<file path="src/rtl/tcp_pkg.sv">
// Constants and register map of the 16-bit compare, pulse and PWM timer.
package tcp_pkg;
  localparam logic [3:0] ADR_CTRL1     = 4'h0;
  localparam logic [3:0] ADR_CTRL2     = 4'h1;
  localparam logic [3:0] ADR_STATUS    = 4'h2;
  localparam logic [3:0] ADR_CAP1_HI   = 4'h3;
  localparam logic [3:0] ADR_CAP1_LO   = 4'h4;
  localparam logic [3:0] ADR_CMP1_HI   = 4'h5;
  localparam logic [3:0] ADR_CMP1_LO   = 4'h6;
  localparam logic [3:0] ADR_CNT_HI    = 4'h7;
  localparam logic [3:0] ADR_CNT_LO    = 4'h8;
  localparam logic [3:0] ADR_CAP2_HI   = 4'h9;
  localparam logic [3:0] ADR_CAP2_LO   = 4'hA;
  localparam logic [3:0] ADR_CMP2_HI   = 4'hB;
  localparam logic [3:0] ADR_CMP2_LO   = 4'hC;
  localparam logic [3:0] ADR_LAST      = 4'hC;
  // Control one fields.
  localparam int C1_CAP_IE   = 7;
  localparam int C1_CMP_IE   = 6;
  localparam int C1_FORCE2   = 4;
  localparam int C1_FORCE1   = 3;
  localparam int C1_LVL2     = 2;
  localparam int C1_EDGE1    = 1;
  localparam int C1_LVL1     = 0;
  // Control two fields.
  localparam int C2_PIN1_EN  = 7;
  localparam int C2_PIN2_EN  = 6;
  localparam int C2_ONESHOT  = 5;
  localparam int C2_PWM      = 4;
  localparam int C2_CLK_HI   = 3;
  localparam int C2_CLK_LO   = 2;
  localparam int C2_EDGE2    = 1;
  localparam int C2_EXT_EDGE = 0;
  // Status fields.
  localparam int ST_CAP1     = 7;
  localparam int ST_CMP1     = 6;
  localparam int ST_CAP2     = 4;
  localparam int ST_CMP2     = 3;
  localparam logic [15:0] CMP_RESET    = 16'h8000;
  localparam logic [15:0] CNT_RESET    = 16'hFFFC;
  localparam logic [15:0] CNT_RELOAD   = 16'hFFFC;
  localparam logic [15:0] CAP_ONESHOT  = 16'hFFFD;
  localparam logic [7:0]  CTRL_RESET   = 8'h00;
  localparam logic [1:0]  CLK_DIV2     = 2'b00;
  localparam logic [1:0]  CLK_DIV4     = 2'b01;
  localparam logic [1:0]  CLK_DIV8     = 2'b10;
  localparam logic [1:0]  CLK_EXT      = 2'b11;
  typedef enum logic [1:0] {MODE_CMP, MODE_ONESHOT, MODE_PWM} tcp_mode_e;
endpackage

</file>
<file path="src/rtl/tcp_timer.sv">
// Compare, one-pulse and PWM logic of a 16-bit free-running timer.
//
// The address map and the Wishbone interface to the registers were decided locally.
`timescale 1ns/1ns
module tcp_timer
  import tcp_pkg::*;
(
  input  wire logic        clk_i,        // System clock, 100 MHz
  input  wire logic        rst_i,        // Synchronous reset, active high
  input  wire logic        cyc_i,        // Wishbone cycle
  input  wire logic        stb_i,        // Wishbone strobe
  input  wire logic        we_i,         // Wishbone write enable
  input  wire logic [5:0]  adr_i,        // Wishbone byte address
  input  wire logic [3:0]  sel_i,        // Wishbone byte select
  input  wire logic [31:0] dat_i,        // Wishbone write data
  output logic      [31:0] dat_o,        // Wishbone read data
  output logic             ack_o,        // Wishbone acknowledge
  output logic             err_o,        // Wishbone error, unmapped
  input  wire logic        global_mask_i, // Processor interrupt mask
  input  wire logic        trigger_in_pin_i,     // Capture input one
  input  wire logic        second_capture_pin_i, // Capture input two
  input  wire logic        ext_clk_i,    // External timer clock
  output logic             waveform_out_pin_o,   // Output pin one
  output logic             waveform_out_en_o,    // Pin one owned
  output logic             compare2_out_pin_o,   // Output pin two
  output logic             compare2_out_en_o,    // Pin two owned
  output logic             timer_irq_o   // Timer interrupt request
);

  logic [7:0]  timer_control_one_reg;
  logic [7:0]  timer_control_two_reg;
  logic [15:0] counter_reg;
  logic [15:0] cmp1_reg, cmp2_reg;      // Software-visible values.
  logic [15:0] cmp1_act_reg, cmp2_act_reg; // Values in use.
  logic        cmp1_inh_reg, cmp2_inh_reg;
  logic [15:0] capture1_value_reg, capture2_value_reg;
  logic        cap1_inh_reg, cap2_inh_reg;
  logic        capture1_flag_reg, capture2_flag_reg;
  logic        compare1_match_flag_reg, compare2_match_flag_reg;
  logic [3:0]  arm_reg;  // Status read seen with flag set: c1,m1,c2,m2.
  logic [2:0]  presc_reg;
  logic        ext_d_reg;
  logic        trig_d_reg, cap2_d_reg;
  logic        m1_done_reg, m2_done_reg;
  logic        pin1_reg, pin2_reg;

  // Mode decode; PWM takes precedence when both are selected.
  tcp_mode_e mode;
  always_comb begin
    if (timer_control_two_reg[C2_PWM])
      mode = MODE_PWM;
    else if (timer_control_two_reg[C2_ONESHOT])
      mode = MODE_ONESHOT;
    else
      mode = MODE_CMP;
  end

  function automatic logic edge_hit(input logic prev, input logic cur,
                                    input logic rising);
    edge_hit = rising ? (!prev && cur) : (prev && !cur);
  endfunction

  // Bus decode: one-cycle answer, ack low for the cycle after.
  logic        req;
  logic        hit;
  logic [3:0]  widx;
  assign req  = cyc_i && stb_i && !ack_o && !err_o;
  assign widx = adr_i[5:2];
  assign hit  = (widx <= ADR_LAST);
  logic wr, rd;
  logic [7:0] wb;
  assign wr = req && hit && we_i && sel_i[0];
  assign rd = req && hit && !we_i;
  assign wb = dat_i[7:0];

  // Timer tick: prescaled clock or external edge.
  logic [1:0] clk_sel;
  logic       tick;
  assign clk_sel = {timer_control_two_reg[C2_CLK_HI],
                    timer_control_two_reg[C2_CLK_LO]};
  always_comb begin
    case (clk_sel)
      CLK_DIV2: tick = presc_reg[0];
      CLK_DIV4: tick = &presc_reg[1:0];
      CLK_DIV8: tick = &presc_reg;
      CLK_EXT:  tick = edge_hit(ext_d_reg, ext_clk_i,
                                timer_control_two_reg[C2_EXT_EDGE]);
      default:  tick = 1'b0;
    endcase
  end

  always_ff @(posedge clk_i) begin
    if (rst_i)
      presc_reg <= 3'h0;
    else
      presc_reg <= presc_reg + 3'h1;
  end

  always_ff @(posedge clk_i) begin
    if (rst_i) begin
      ext_d_reg  <= 1'b0;
      trig_d_reg <= 1'b0;
      cap2_d_reg <= 1'b0;
    end else begin
      ext_d_reg  <= ext_clk_i;
      trig_d_reg <= trigger_in_pin_i;
      cap2_d_reg <= second_capture_pin_i;
    end
  end

  // Matches hold for the whole interval of equality; each acts once.
  logic eq1, eq2, m1, m2, trig, cap2_ev;
  assign eq1 = !cmp1_inh_reg && (counter_reg == cmp1_act_reg);
  assign eq2 = !cmp2_inh_reg && (counter_reg == cmp2_act_reg);
  assign m1  = eq1 && !m1_done_reg;
  assign m2  = eq2 && !m2_done_reg;
  assign trig = (mode == MODE_ONESHOT) &&
                edge_hit(trig_d_reg, trigger_in_pin_i,
                         timer_control_one_reg[C1_EDGE1]);
  assign cap2_ev = edge_hit(cap2_d_reg, second_capture_pin_i,
                            timer_control_two_reg[C2_EDGE2]);

  always_ff @(posedge clk_i) begin
    if (rst_i) begin
      m1_done_reg <= 1'b0;
      m2_done_reg <= 1'b0;
    end else begin
      m1_done_reg <= eq1;
      m2_done_reg <= eq2;
    end
  end

  always_ff @(posedge clk_i) begin
    if (rst_i)
      counter_reg <= CNT_RESET;
    else if (trig)
      counter_reg <= CNT_RELOAD;
    // The reload takes the place of the tick that would leave the period
    // value, so that value lasts one full tick like every other count.
    else if (mode == MODE_PWM && eq2 && tick)
      counter_reg <= CNT_RELOAD;
    else if (tick)
      counter_reg <= counter_reg + 16'h0001;
  end

  // Control registers.
  always_ff @(posedge clk_i) begin
    if (rst_i) begin
      timer_control_one_reg <= CTRL_RESET;
      timer_control_two_reg <= CTRL_RESET;
    end else begin
      if (wr && widx == ADR_CTRL1)
        timer_control_one_reg <= wb;
      if (wr && widx == ADR_CTRL2)
        timer_control_two_reg <= wb;
    end
  end

  // Compare registers; high write inhibits, low write re-enables.
  logic pwm_end;
  assign pwm_end = (mode == MODE_PWM) && eq2 && tick;
  always_ff @(posedge clk_i) begin
    if (rst_i) begin
      cmp1_reg     <= CMP_RESET;
      cmp2_reg     <= CMP_RESET;
      cmp1_inh_reg <= 1'b0;
      cmp2_inh_reg <= 1'b0;
    end else begin
      if (wr && widx == ADR_CMP1_HI) begin
        cmp1_reg[15:8] <= wb;
        cmp1_inh_reg   <= 1'b1;
      end
      if (wr && widx == ADR_CMP1_LO) begin
        cmp1_reg[7:0] <= wb;
        cmp1_inh_reg  <= 1'b0;
      end
      if (wr && widx == ADR_CMP2_HI) begin
        cmp2_reg[15:8] <= wb;
        cmp2_inh_reg   <= 1'b1;
      end
      if (wr && widx == ADR_CMP2_LO) begin
        cmp2_reg[7:0] <= wb;
        cmp2_inh_reg  <= 1'b0;
      end
    end
  end

  // Active values follow software at once except in PWM, where they
  // wait for the period end so the output never glitches.
  always_ff @(posedge clk_i) begin
    if (rst_i) begin
      cmp1_act_reg <= CMP_RESET;
      cmp2_act_reg <= CMP_RESET;
    end else if (mode != MODE_PWM || pwm_end) begin
      cmp1_act_reg <= cmp1_reg;
      cmp2_act_reg <= cmp2_reg;
    end
  end

  // Flag clearing: arm on status read, clear on low-byte access.
  logic st_rd;
  logic clr_c1, clr_m1, clr_c2, clr_m2;
  assign st_rd  = rd && widx == ADR_STATUS;
  assign clr_c1 = arm_reg[3] && req && hit && widx == ADR_CAP1_LO;
  assign clr_m1 = arm_reg[2] && req && hit && widx == ADR_CMP1_LO;
  assign clr_c2 = arm_reg[1] && req && hit && widx == ADR_CAP2_LO;
  assign clr_m2 = arm_reg[0] && req && hit && widx == ADR_CMP2_LO;

  always_ff @(posedge clk_i) begin
    if (rst_i)
      arm_reg <= 4'h0;
    else if (st_rd)
      arm_reg <= {capture1_flag_reg, compare1_match_flag_reg,
                  capture2_flag_reg, compare2_match_flag_reg};
    else
      arm_reg <= arm_reg & ~{clr_c1, clr_m1, clr_c2, clr_m2};
  end

  // Compare flags; a new set wins over a clear in the same cycle.
  logic set_m1, set_m2;
  assign set_m1 = m1 && mode == MODE_CMP;
  assign set_m2 = m2 && mode != MODE_PWM;
  always_ff @(posedge clk_i) begin
    if (rst_i) begin
      compare1_match_flag_reg <= 1'b0;
      compare2_match_flag_reg <= 1'b0;
    end else begin
      if (set_m1)
        compare1_match_flag_reg <= 1'b1;
      else if (clr_m1)
        compare1_match_flag_reg <= 1'b0;
      if (set_m2)
        compare2_match_flag_reg <= 1'b1;
      else if (clr_m2)
        compare2_match_flag_reg <= 1'b0;
    end
  end

  // Captures; reading the high byte inhibits until the low byte is accessed.
  logic set_c1, set_c2;
  assign set_c1 = trig || (mode == MODE_PWM && m2);
  assign set_c2 = cap2_ev && !cap2_inh_reg;
  always_ff @(posedge clk_i) begin
    if (rst_i) begin
      capture1_value_reg <= 16'h0000;
      capture2_value_reg <= 16'h0000;
      cap1_inh_reg       <= 1'b0;
      cap2_inh_reg       <= 1'b0;
      capture1_flag_reg  <= 1'b0;
      capture2_flag_reg  <= 1'b0;
    end else begin
      if (rd && widx == ADR_CAP1_HI)
        cap1_inh_reg <= 1'b1;
      else if (req && hit && widx == ADR_CAP1_LO)
        cap1_inh_reg <= 1'b0;
      if (rd && widx == ADR_CAP2_HI)
        cap2_inh_reg <= 1'b1;
      else if (req && hit && widx == ADR_CAP2_LO)
        cap2_inh_reg <= 1'b0;
      if (trig && !cap1_inh_reg)
        capture1_value_reg <= CAP_ONESHOT;
      if (set_c2)
        capture2_value_reg <= counter_reg;
      if (set_c1)
        capture1_flag_reg <= 1'b1;
      else if (clr_c1)
        capture1_flag_reg <= 1'b0;
      if (set_c2)
        capture2_flag_reg <= 1'b1;
      else if (clr_c2)
        capture2_flag_reg <= 1'b0;
    end
  end

  // Output pin one.
  logic en1, en2;
  assign en1 = timer_control_two_reg[C2_PIN1_EN];
  assign en2 = timer_control_two_reg[C2_PIN2_EN];
  always_ff @(posedge clk_i) begin
    if (rst_i)
      pin1_reg <= 1'b0;
    else if (en1) begin
      case (mode)
        MODE_CMP: begin
          if (timer_control_one_reg[C1_FORCE1] || m1)
            pin1_reg <= timer_control_one_reg[C1_LVL1];
        end
        MODE_ONESHOT: begin
          if (trig)
            pin1_reg <= timer_control_one_reg[C1_LVL2];
          else if (m1)
            pin1_reg <= timer_control_one_reg[C1_LVL1];
        end
        MODE_PWM: begin
          if (m2)
            pin1_reg <= timer_control_one_reg[C1_LVL2];
          else if (m1)
            pin1_reg <= timer_control_one_reg[C1_LVL1];
        end
        default: pin1_reg <= pin1_reg;
      endcase
    end
  end

  // Output pin two only serves compare mode.
  always_ff @(posedge clk_i) begin
    if (rst_i)
      pin2_reg <= 1'b0;
    else if (en2 && mode == MODE_CMP) begin
      if (timer_control_one_reg[C1_FORCE2] || m2)
        pin2_reg <= timer_control_one_reg[C1_LVL2];
    end
  end

  always_ff @(posedge clk_i) begin
    if (rst_i) begin
      waveform_out_pin_o <= 1'b0;
      waveform_out_en_o  <= 1'b0;
      compare2_out_pin_o <= 1'b0;
      compare2_out_en_o  <= 1'b0;
    end else begin
      waveform_out_pin_o <= pin1_reg;
      waveform_out_en_o  <= en1;
      compare2_out_pin_o <= pin2_reg;
      compare2_out_en_o  <= en2 && mode == MODE_CMP;
    end
  end

  // Interrupt: pending flags gated by enables and the global mask.
  always_ff @(posedge clk_i) begin
    if (rst_i)
      timer_irq_o <= 1'b0;
    else
      timer_irq_o <= !global_mask_i &&
        ((timer_control_one_reg[C1_CMP_IE] &&
          (compare1_match_flag_reg || compare2_match_flag_reg)) ||
         (timer_control_one_reg[C1_CAP_IE] &&
          (capture1_flag_reg || capture2_flag_reg)));
  end

  // Read mux.
  logic [7:0] rdata;
  always_comb begin
    case (widx)
      ADR_CTRL1:   rdata = timer_control_one_reg;
      ADR_CTRL2:   rdata = timer_control_two_reg;
      ADR_STATUS:  rdata = {capture1_flag_reg, compare1_match_flag_reg,
                            1'b0, capture2_flag_reg,
                            compare2_match_flag_reg, 3'b000};
      ADR_CAP1_HI: rdata = capture1_value_reg[15:8];
      ADR_CAP1_LO: rdata = capture1_value_reg[7:0];
      ADR_CMP1_HI: rdata = cmp1_reg[15:8];
      ADR_CMP1_LO: rdata = cmp1_reg[7:0];
      ADR_CNT_HI:  rdata = counter_reg[15:8];
      ADR_CNT_LO:  rdata = counter_reg[7:0];
      ADR_CAP2_HI: rdata = capture2_value_reg[15:8];
      ADR_CAP2_LO: rdata = capture2_value_reg[7:0];
      ADR_CMP2_HI: rdata = cmp2_reg[15:8];
      ADR_CMP2_LO: rdata = cmp2_reg[7:0];
      default:     rdata = 8'h00;
    endcase
  end

  always_ff @(posedge clk_i) begin
    if (rst_i) begin
      ack_o <= 1'b0;
      err_o <= 1'b0;
      dat_o <= 32'h0000_0000;
    end else begin
      ack_o <= req && hit;
      err_o <= req && !hit;
      dat_o <= (req && hit && !we_i) ? {24'h00_0000, rdata} : 32'h0000_0000;
    end
  end

endmodule

</file>
<file path="config.mk">
export PLATFORM = sky130hd
export DESIGN_NAME = tcp_timer
export DESIGN_NICKNAME = d
export VERILOG_FILES = /design/src/rtl/tcp_pkg.sv /design/src/rtl/tcp_timer.sv
export SDC_FILE = /design/constraint.sdc
export NUM_CORES = 1
export LEC_CHECK = 0
export BUFFER_PORTS_ARGS = -buffer_cell sky130_fd_sc_hd__buf_2
export CORE_MARGIN = 3
export CORE_UTILIZATION = 56
export CTS_CLUSTER_SIZE = 28
export DETAILED_ROUTE_END_ITERATION = 7
export PLACE_DENSITY = 0.82
export SYNTH_ARGS = -nofsm -noshare
export SYNTH_HDL_FRONTEND = slang
export SYNTH_SLANG_ARGS = --single-unit
</file>
<file path="constraint.sdc">
create_clock -name clk_i -period 2.4 [get_ports clk_i]
set_input_delay 0.12 -clock clk_i [delete_from_list [all_inputs] [get_ports clk_i]]
set_output_delay 0.12 -clock clk_i [all_outputs]
set_load 0.01 [all_outputs]
</file>
==> reports/summary.txt, run 1 <==
Status - finished, final reports clean
Fin Setup TNS - 0 ps
CP max-delay cell - or3_4
Internal power - 4.52 mW
Fin util - 0.670
Final Cell Area - 8220 um^2
Placed Instance Area - 7480 um^2
Worst-skew pair later-pin latency - 440 ps
Die area - 14,200 um^2
Nets - 889
Wire per inst - 20.3 um
Max-Cap Viols - 0
Worst hold slack - 47.4 ps
Initial antenna violation count - 0
Fmax - 424 MHz
Clock Path Buffers - 2
Via count - 6,118
Largest net degree at the start of global routing - 57
# fillers - 952
Period utilization - 0.983
CTS H-Tree Depth - 4
Via/cell ratio - 6.02
Final ANT Viol Nets - 0
GRT overflow - 0
Primary FF master, synth - dfxtp_1
Global Route Usage Sum - 0.286
Endpoint class of the critical path - flip-flop
Required @ worst endpoint - 2700 ps
Final Hold Fails - 0
Buffer and inverter count on the worst path - 1
Sequential area share after synthesis - 0.420
Final setup viols - 0
Post-DP HPWL - 13,500 um
Setup Skew - 11.0 ps
Peak supply drop - 647 uV
Antenna Cells - 0
Area grow syn2layout - 15.0%
Comb pwr share - 0.059
Setup CP Type - flip-flop to flip-flop
Worst-path clk slew - 60 ps
Setup bufs post-CTS - 0
Warnings, synthesis - 0
Core Footprint - 12,300 um^2
Async S/R FF share, synth - 0
Root Buffer - clkbuf_16
Row cnt - 40
Pwr Density - 717 nW/um^2
Crit-path cells - xnor2_1 -> nand4_1 -> or3_4 -> o31ai_4 -> clkbuf_16 -> mux2i_1 -> nor2_1
Psw - 1.37 mW
WP data arrival - 2660 ps
Clock sinks - 150
Hold Crit Class - input pin to flip-flop
Min Tclk post-route - 2360 ps
Worst rel slew slack - 0.583
Port Buffer Count - 36
Sw frac - 0.233
Remaining DRCs - 0
Iteration-0 DRC Markers - 909
Post-synthesis area per instance - 9.02 um^2
Starting Density - 0.583
Clock Power Share - 0.509
Mapped Cells - 793
Post-Syn Area - 7150 um^2
First-pass GRT wire length - 31,400 um
Flop pwr share - 0.432
Share of layout cells above drive strength 1 - 0.164
Distinct cells, synth - 75
Worst-margin pin slew - 625 ps
CTS tree - built
Die W - 119 um
LEAKAGE - 3.37 nW
Max Slew Vio Count - 0
Post-synth EDFFs - 0
Critical Path Source Type - flip-flop
GP Congestion - 1.00
Vias in the first global route - 5,770
Worst Path Max Fanout - 16
Cell family with most CP delay - simple AND/OR/NAND/NOR gates
CTS Buf Count - 17
DR pass1 iterations - 8
Ports - 90
Final wirelength - 20,600 um
Synthesis-stage register bit count - 150
Max stage delay on crit path - 430 ps
DIE HEIGHT - 119 um
[stage by stage]
stage / setup WS, ps / power (mW) / cells
after global placement: 115 / 2.92 / 979
after global routing: -41.9 / 6.04 / 1016
after CTS: 16.7 / 5.87 / 1015
after detailed placement: 47.3 / 2.92 / 979
final: 40.1 / 5.90 / 1016
after floorplan: 312 / 2.84 / 816
[cell type report]
type	count	area (um^2)	area share
Clock buffer	19	443	0.0539
Clock inverter	13	216	0.0263
Inverter	13	48.8	0.00594
Multi-Input combinational cell	572	3740	0.455
Sequential cell	150	3000	0.365
Tap cell	168	210	0.0256
Timing Repair Buffer	81	561	0.0682
[placed cells by master, fill, tap and decap left out, drive strengths merged, types with 3 or more instances in the layout]
cell / Yosys / layout
a21oi: 25 / 25
a221oi: 3 / 3
a22oi: 12 / 12
a31oi: 8 / 8
a32o: 3 / 3
and2: 5 / 5
buf: 50 / 76
bufinv: 0 / 5
clkbuf: 31 / 20
clkinvlp: 0 / 3
conb: 1 / 24
dfxtp: 150 / 150
dlygate4sd3: 0 / 4
ha: 3 / 3
inv: 13 / 18
mux2: 5 / 5
mux2i: 103 / 103
nand2: 50 / 50
nand2b: 7 / 7
nand3: 17 / 17
nand3b: 4 / 4
nand4: 6 / 6
nor2: 140 / 140
nor2b: 15 / 15
nor3: 23 / 23
nor4: 7 / 7
o21ai: 15 / 15
o22ai: 3 / 3
o31ai: 4 / 4
o32ai: 3 / 3
or2: 4 / 4
or3: 7 / 7
xnor2: 23 / 23
xor2: 20 / 20
[synthesized netlist by cell type (3+ instances only)]
| library cell | instances | area (um^2) |
|---|---|---|
| nor3_1 | 22 | 110 |
| xor2_1 | 20 | 175 |
| buf_4 | 27 | 203 |
| o32ai_1 | 3 | 26.3 |
| nand4_1 | 6 | 37.5 |
| or2_1 | 3 | 18.8 |
| nor2b_1 | 15 | 93.8 |
| nor2_1 | 139 | 522 |
| or3_1 | 5 | 31.3 |
| dfxtp_1 | 150 | 3000 |
| a21oi_1 | 25 | 125 |
| ha_1 | 3 | 37.5 |
| clkbuf_1 | 30 | 113 |
| nand3b_1 | 4 | 30.0 |
| buf_1 | 5 | 18.8 |
| nor4_1 | 6 | 37.5 |
| a221oi_1 | 3 | 26.3 |
| o21ai_0 | 13 | 65.1 |
| mux2i_1 | 103 | 1030 |
| buf_2 | 13 | 65.1 |
| a31oi_1 | 7 | 43.8 |
| mux2_2 | 4 | 45.0 |
| buf_6 | 5 | 56.3 |
| xnor2_1 | 23 | 201 |
| and2_1 | 5 | 31.3 |
| nand2_1 | 50 | 188 |
| o31ai_1 | 3 | 22.5 |
| a32o_1 | 3 | 30.0 |
| a22oi_1 | 12 | 90.1 |
| inv_1 | 11 | 41.3 |
| nand2b_1 | 6 | 37.5 |
| nand3_1 | 15 | 75.1 |
[repair_timing]
action	4_1_cts	5_1_grt
hold buffers	4	0
endpoints found under the setup margin	0	33
hold endpoints to repair	4	0
gates resized for setup	0	4
[worst reg2reg max path, delay by kind of cell (launching register included)]
| family | cells | cell delay [ps] |
|---|---|---|
| multiplexers | 1 | 230 |
| flip-flops | 1 | 310 |
| AND/OR/NAND/NOR | 3 | 630 |
| XOR/XNOR | 1 | 400 |
| AO/OA/AOI/OAI | 1 | 370 |
| buffers and inverters | 1 | 290 |
[power groups by stage]
stage	clock network (mW)	logic (mW)	registers [mW]
after floorplan	0	0.254	2.59
after global routing	3.12	0.375	2.55
after detailed placement	0	0.326	2.60
after global placement	0	0.322	2.60
after CTS	2.99	0.335	2.54
final	3.00	0.349	2.55
[routing by layer]
metal | up-vias | part of all wire | GRT usage
met5 | - | 0 | 0
met4 | 0 | 0.041 | 0.135
met3 | 77 | 0.12 | 0.0840
met2 | 414 | 0.45 | 0.429
met1 | 2862 | 0.39 | 0.378
li1 | 2765 | - | -
[logic make-up after synthesis]
| group | share of synthesized area |
|---|---|
| DFF | 0.420 |
| adders and majority gates | 0.00525 |
| and+or+nand+nor | 0.196 |
| xor gates and xnor gates | 0.0527 |
| muxes | 0.155 |
| buffers and inverters | 0.0724 |
| other | 0.000524 |
| AOI/OAI and AO/OA | 0.0978 |
[worst paths after layout]
path         cells past startpoint                  to  slack [ps]      startpoint
max reg2reg                      7    cmp1_act_reg[11]          40  counter_reg[1]
min                              3         cmp1_reg[2]          50        dat_i[2]
max                              7    cmp1_act_reg[11]          40  counter_reg[1]
min reg2reg                      1  compare2_out_pin_o         470        pin2_reg
Note: power is estimated with default switching activity, not from simulation.
==> inputs of run 2 (changes only) <==
--- a/config.mk
+++ b/config.mk
@@ -5,12 +5,15 @@
 export SDC_FILE = /design/constraint.sdc
 export NUM_CORES = 1
 export LEC_CHECK = 0
+export ABC_AREA = 1
 export BUFFER_PORTS_ARGS = -buffer_cell sky130_fd_sc_hd__buf_2
 export CORE_MARGIN = 3
 export CORE_UTILIZATION = 56
 export CTS_CLUSTER_SIZE = 28
 export DETAILED_ROUTE_END_ITERATION = 7
-export PLACE_DENSITY = 0.82
+export PLACE_DENSITY = 0.83
+export SETUP_SLACK_MARGIN = 0.05
 export SYNTH_ARGS = -nofsm -noshare
 export SYNTH_HDL_FRONTEND = slang
 export SYNTH_SLANG_ARGS = --single-unit
+export TNS_END_PERCENT = 5
==> run 2 against run 1 <==
  * Final cell count rose by 18%
  * Count of clock-buffer cells in the layout rose by 1
  * Largest power group unchanged
  * Sequential share of layout area rose by 1.5 points
  * Critical path depth rose by 3
  * Flip-flop and latch count did not move
  * Register-to-register slack improved by 230 ps
  * Sequential power barely moved
  * Die area fell by 2.8%
  * Core utilization fell by 1.5 points
==> reports/summary.txt, run 2 <==
Flip-flop and latch area - 3000 um^2 (about the same)
Final setup margin - 270 ps (+230 ps)
Via count - 6,754 (+10%)
Core Footprint - 12,100 um^2 (-1.6%)
Wire per inst - 16.7 um (-18%)
Worst-skew pair later-pin latency - 430 ps (about the same)
Setup Skew - 6.40 ps (-4.58 ps)
Clock sinks - 150 (unchanged)
Root Buffer - clkbuf_16
Global Route Usage Sum - 0.291 (+0.00534)
Distinct cells, synth - 44 (-41%)
Final Hold Fails - 0 (unchanged)
Largest net degree at the start of global routing - 60 (+5.3%)
Antenna Cells - 0 (unchanged)
Remaining DRCs - 0 (unchanged)
Post-synth EDFFs - 0 (unchanged)
Peak supply drop - 703 uV (+8.7%)
Hold Path End - err_o
Via/cell ratio - 5.63 (-6.5%)
Internal power - 4.30 mW (-4.9%)
Worst-path clk slew - 60 ps (about the same)
Reg2Reg Depth - 10 (+3)
First-pass GRT wire length - 31,600 um (+0.57%)
Flop2flop setup slack - 270 ps (+230 ps)
Post-Syn Area - 6940 um^2 (-3.0%)
Setup CP Type - flip-flop to flip-flop
Synth top area share - 0.433 (+0.0129)
Commonest cells post-synth - 172 x nand2_1, 150 x dfxtp_1, 122 x nor2_1
CP max-delay cell - inv_1
Clock Power Share - 0.492 (-0.017)
Hold Crit Class - input pin to flip-flop
Psw - 1.36 mW (-1.1%)
CTS H-Tree Depth - 4 (unchanged)
Endpoint class of the critical path - flip-flop
Sw frac - 0.240 (+0.00709)
Warnings, synthesis - 0 (unchanged)
Commonest non-fill, non-tap cell in the layout - nand2_1
Placed Instance Area - 7240 um^2 (-3.2%)
Final setup viols - 0 (unchanged)
Pwr Density - 716 nW/um^2 (-0.17%)
Min Tclk post-route - 2130 ps (-230 ps)
Final ANT Viol Nets - 0 (unchanged)
Iteration-0 DRC Markers - 895 (-1.5%)
CTS tree - built
Primary FF master, synth - dfxtp_1
LEAKAGE - 3.29 nW (-2.3%)
Max stage delay on crit path - 370 ps (-60 ps)
Dpl ws - 307 ps (+260 ps)
GRT overflow - 0 (unchanged)
R2r startpoint - presc_reg[0]
Status - finished, final reports clean
Async S/R FF share, synth - 0 (unchanged)
DIE HEIGHT - 117 um (-1.4%)
Worst Hold Depth - 3 (unchanged)
Die area - 13,800 um^2 (-2.8%)
CTS Buf Count - 17 (unchanged)
Fmax - 470 MHz (+11%)
Hold Path Origin - adr_i[5]
Comb pwr share - 0.056 (-0.003)
Worst-margin pin slew - 609 ps (-16.0 ps)
Synthesis-stage register bit count - 150 (unchanged)
Synth area leaders - dfxtp_1 43%, nand2_1 9.3%, a21oi_1 6.6%
Row cnt - 40 (unchanged)
Ports - 90 (unchanged)
Share of layout cells above drive strength 1 - 0.112 (-0.0524)
Worst rel slew slack - 0.594 (+0.0106)
Crit-path cells - ha_1 -> ha_1 -> nand2_1 -> nand3_1 -> nand2_1 -> inv_2 -> nand4_4 -> nand3_2 -> inv_1 -> o211ai_1
Starting Density - 0.575 (-0.00796)
Critical Path Source Type - flip-flop
Non-filler instance count after layout - 1,199 (+18%)
Most frequent cell after synthesis - nand2_1
Mapped Cells - 973 (+23%)
Area of the multi-input gates - 3240 um^2 (-13%)
Most frequent cells in the layout - 172 x nand2_1, 150 x dfxtp_1, 122 x nor2_1
R2r endpoint - counter_reg[8]
Required @ worst endpoint - 2700 ps (about the same)
Fin Setup TNS - 0 ps (unchanged)
Sequential area share after synthesis - 0.433 (+0.0129)
Post-synth top area cell - dfxtp_1
Clock Path Buffers - 2 (unchanged)
Port Buffer Count - 36 (unchanged)
GP Congestion - 1.06 (+5.5%)
Worst Path Max Fanout - 13 (-3)
Post-DP HPWL - 14,500 um (+7.4%)
Post-Place Cells - 1,162 (+19%)
Flop pwr share - 0.452 (+0.020)
Initial antenna violation count - 0 (unchanged)
Die W - 117 um (-1.4%)
# resized after CTS - 0 (unchanged)
Post-synthesis area per instance - 7.13 um^2 (-21%)
Final Cell Area - 7900 um^2 (-3.9%)
Period utilization - 0.887 (-0.0959)
Vias in the first global route - 5,977 (+3.6%)
Final wirelength - 20,000 um (-2.9%)
Max Slew Vio Count - 0 (unchanged)
# fillers - 1,061 (+11%)
Nets - 1,072 (+21%)
Area grow syn2layout - 13.9%
DR pass1 iterations - 6 (-2)
Max-Cap Viols - 0 (unchanged)
Unrepaired setup endpoints after global routing - false
WP data arrival - 2430 ps (-230 ps)
-- run 2: cell types whose count changed after synthesis, moves of 9 or more --
cell     previous run  this run
a21oi_1            25        92
a22oi_1            12         0
inv_1              11       105
mux2i_1           103         0
nand2_1            50       172
nand3_1            15        71
nor2_1            139       122
nor2b_1            15         0
nor3_1             22         7
o21ai_0            13        88
o22ai_1             2        11
xnor2_1            23         7
xor2_1             20         7
-- run 2: power by group through the flow --
stage | logic, mW | registers (mW) | clock network, mW
6_report | 0.319 | 2.56 | 2.78
3_3_place_gp | 0.299 | 2.61 | 0
2_1_floorplan | 0.234 | 2.60 | 0
4_1_cts | 0.312 | 2.56 | 2.79
3_5_place_dp | 0.305 | 2.61 | 0
5_1_grt | 0.356 | 2.56 | 2.89
-- run 2: per-stage QoR --
| stage | power [mW] | utilization | hold slack, ps |
|---|---|---|---|
| 5_1_grt | 5.80 | 0.655 | 25.4 |
| 4_1_cts | 5.66 | 0.655 | 2.52 |
| 2_1_floorplan | 2.84 | - | 198 |
| 6_report | 5.66 | 0.655 | 11.7 |
| 3_5_place_dp | 2.91 | 0.600 | 292 |
| 3_3_place_gp | 2.91 | 0.600 | 286 |
-- run 2: cells by family (layout without fill, tap and decap cells) --
logic type               Yosys count  after routing  share of synthesized area
adder cells (fa/ha/maj)            3              3                    0.00541
other                              1             24                   0.000541
AND/OR/NAND/NOR                  408            408                      0.256
AO/OA/AOI/OAI                    222            222                      0.175
flip-flops                       150            150                      0.433
buffers and inverters            175            210                      0.113
XOR/XNOR                          14             14                     0.0177
-- run 2: how the worst max path moves through the flow --
stage | endpoint | from | slack, ps | cells past startpoint
2_1_floorplan | counter_reg[14] | presc_reg[0] | 540 | 11
3_3_place_gp | counter_reg[12] | presc_reg[0] | 360 | 10
3_5_place_dp | counter_reg[8] | presc_reg[0] | 310 | 10
4_1_cts | counter_reg[3] | presc_reg[0] | 270 | 10
5_1_grt | timer_control_one_reg[0] | ack_o | 80 | 9
6_report | counter_reg[8] | presc_reg[0] | 270 | 10
-- run 2: final cells by class --
class	instances	area share
Clock buffer	20	0.0565
Clock inverter	12	0.0211
Inverter	116	0.0551
Multi-Input combinational cell	671	0.410
Sequential cell	150	0.380
Tap cell	168	0.0266
Timing Repair Buffer	62	0.0507
-- run 2: repair_timing --
item                                   CTS  global route
hold buffers                             5             0
endpoints found under the hold margin    5             0
setup buffers                            0             0
-- run 2: critical path: cells and delay by family, from the launching register on --
family / cells / cell delay [ps]
compound gates: 1 / 150
buf+inv: 2 / 520
flops: 1 / 320
fa+ha+maj: 2 / 400
simple gates: 5 / 600
-- run 2: per-layer routing --
layer,up-vias,part of all wire,global-route usage
met5,-,0,0
met4,0,0.022,0.106
met3,45,0.11,0.0608
met2,350,0.45,0.444
met1,3113,0.42,0.410
li1,3246,-,-
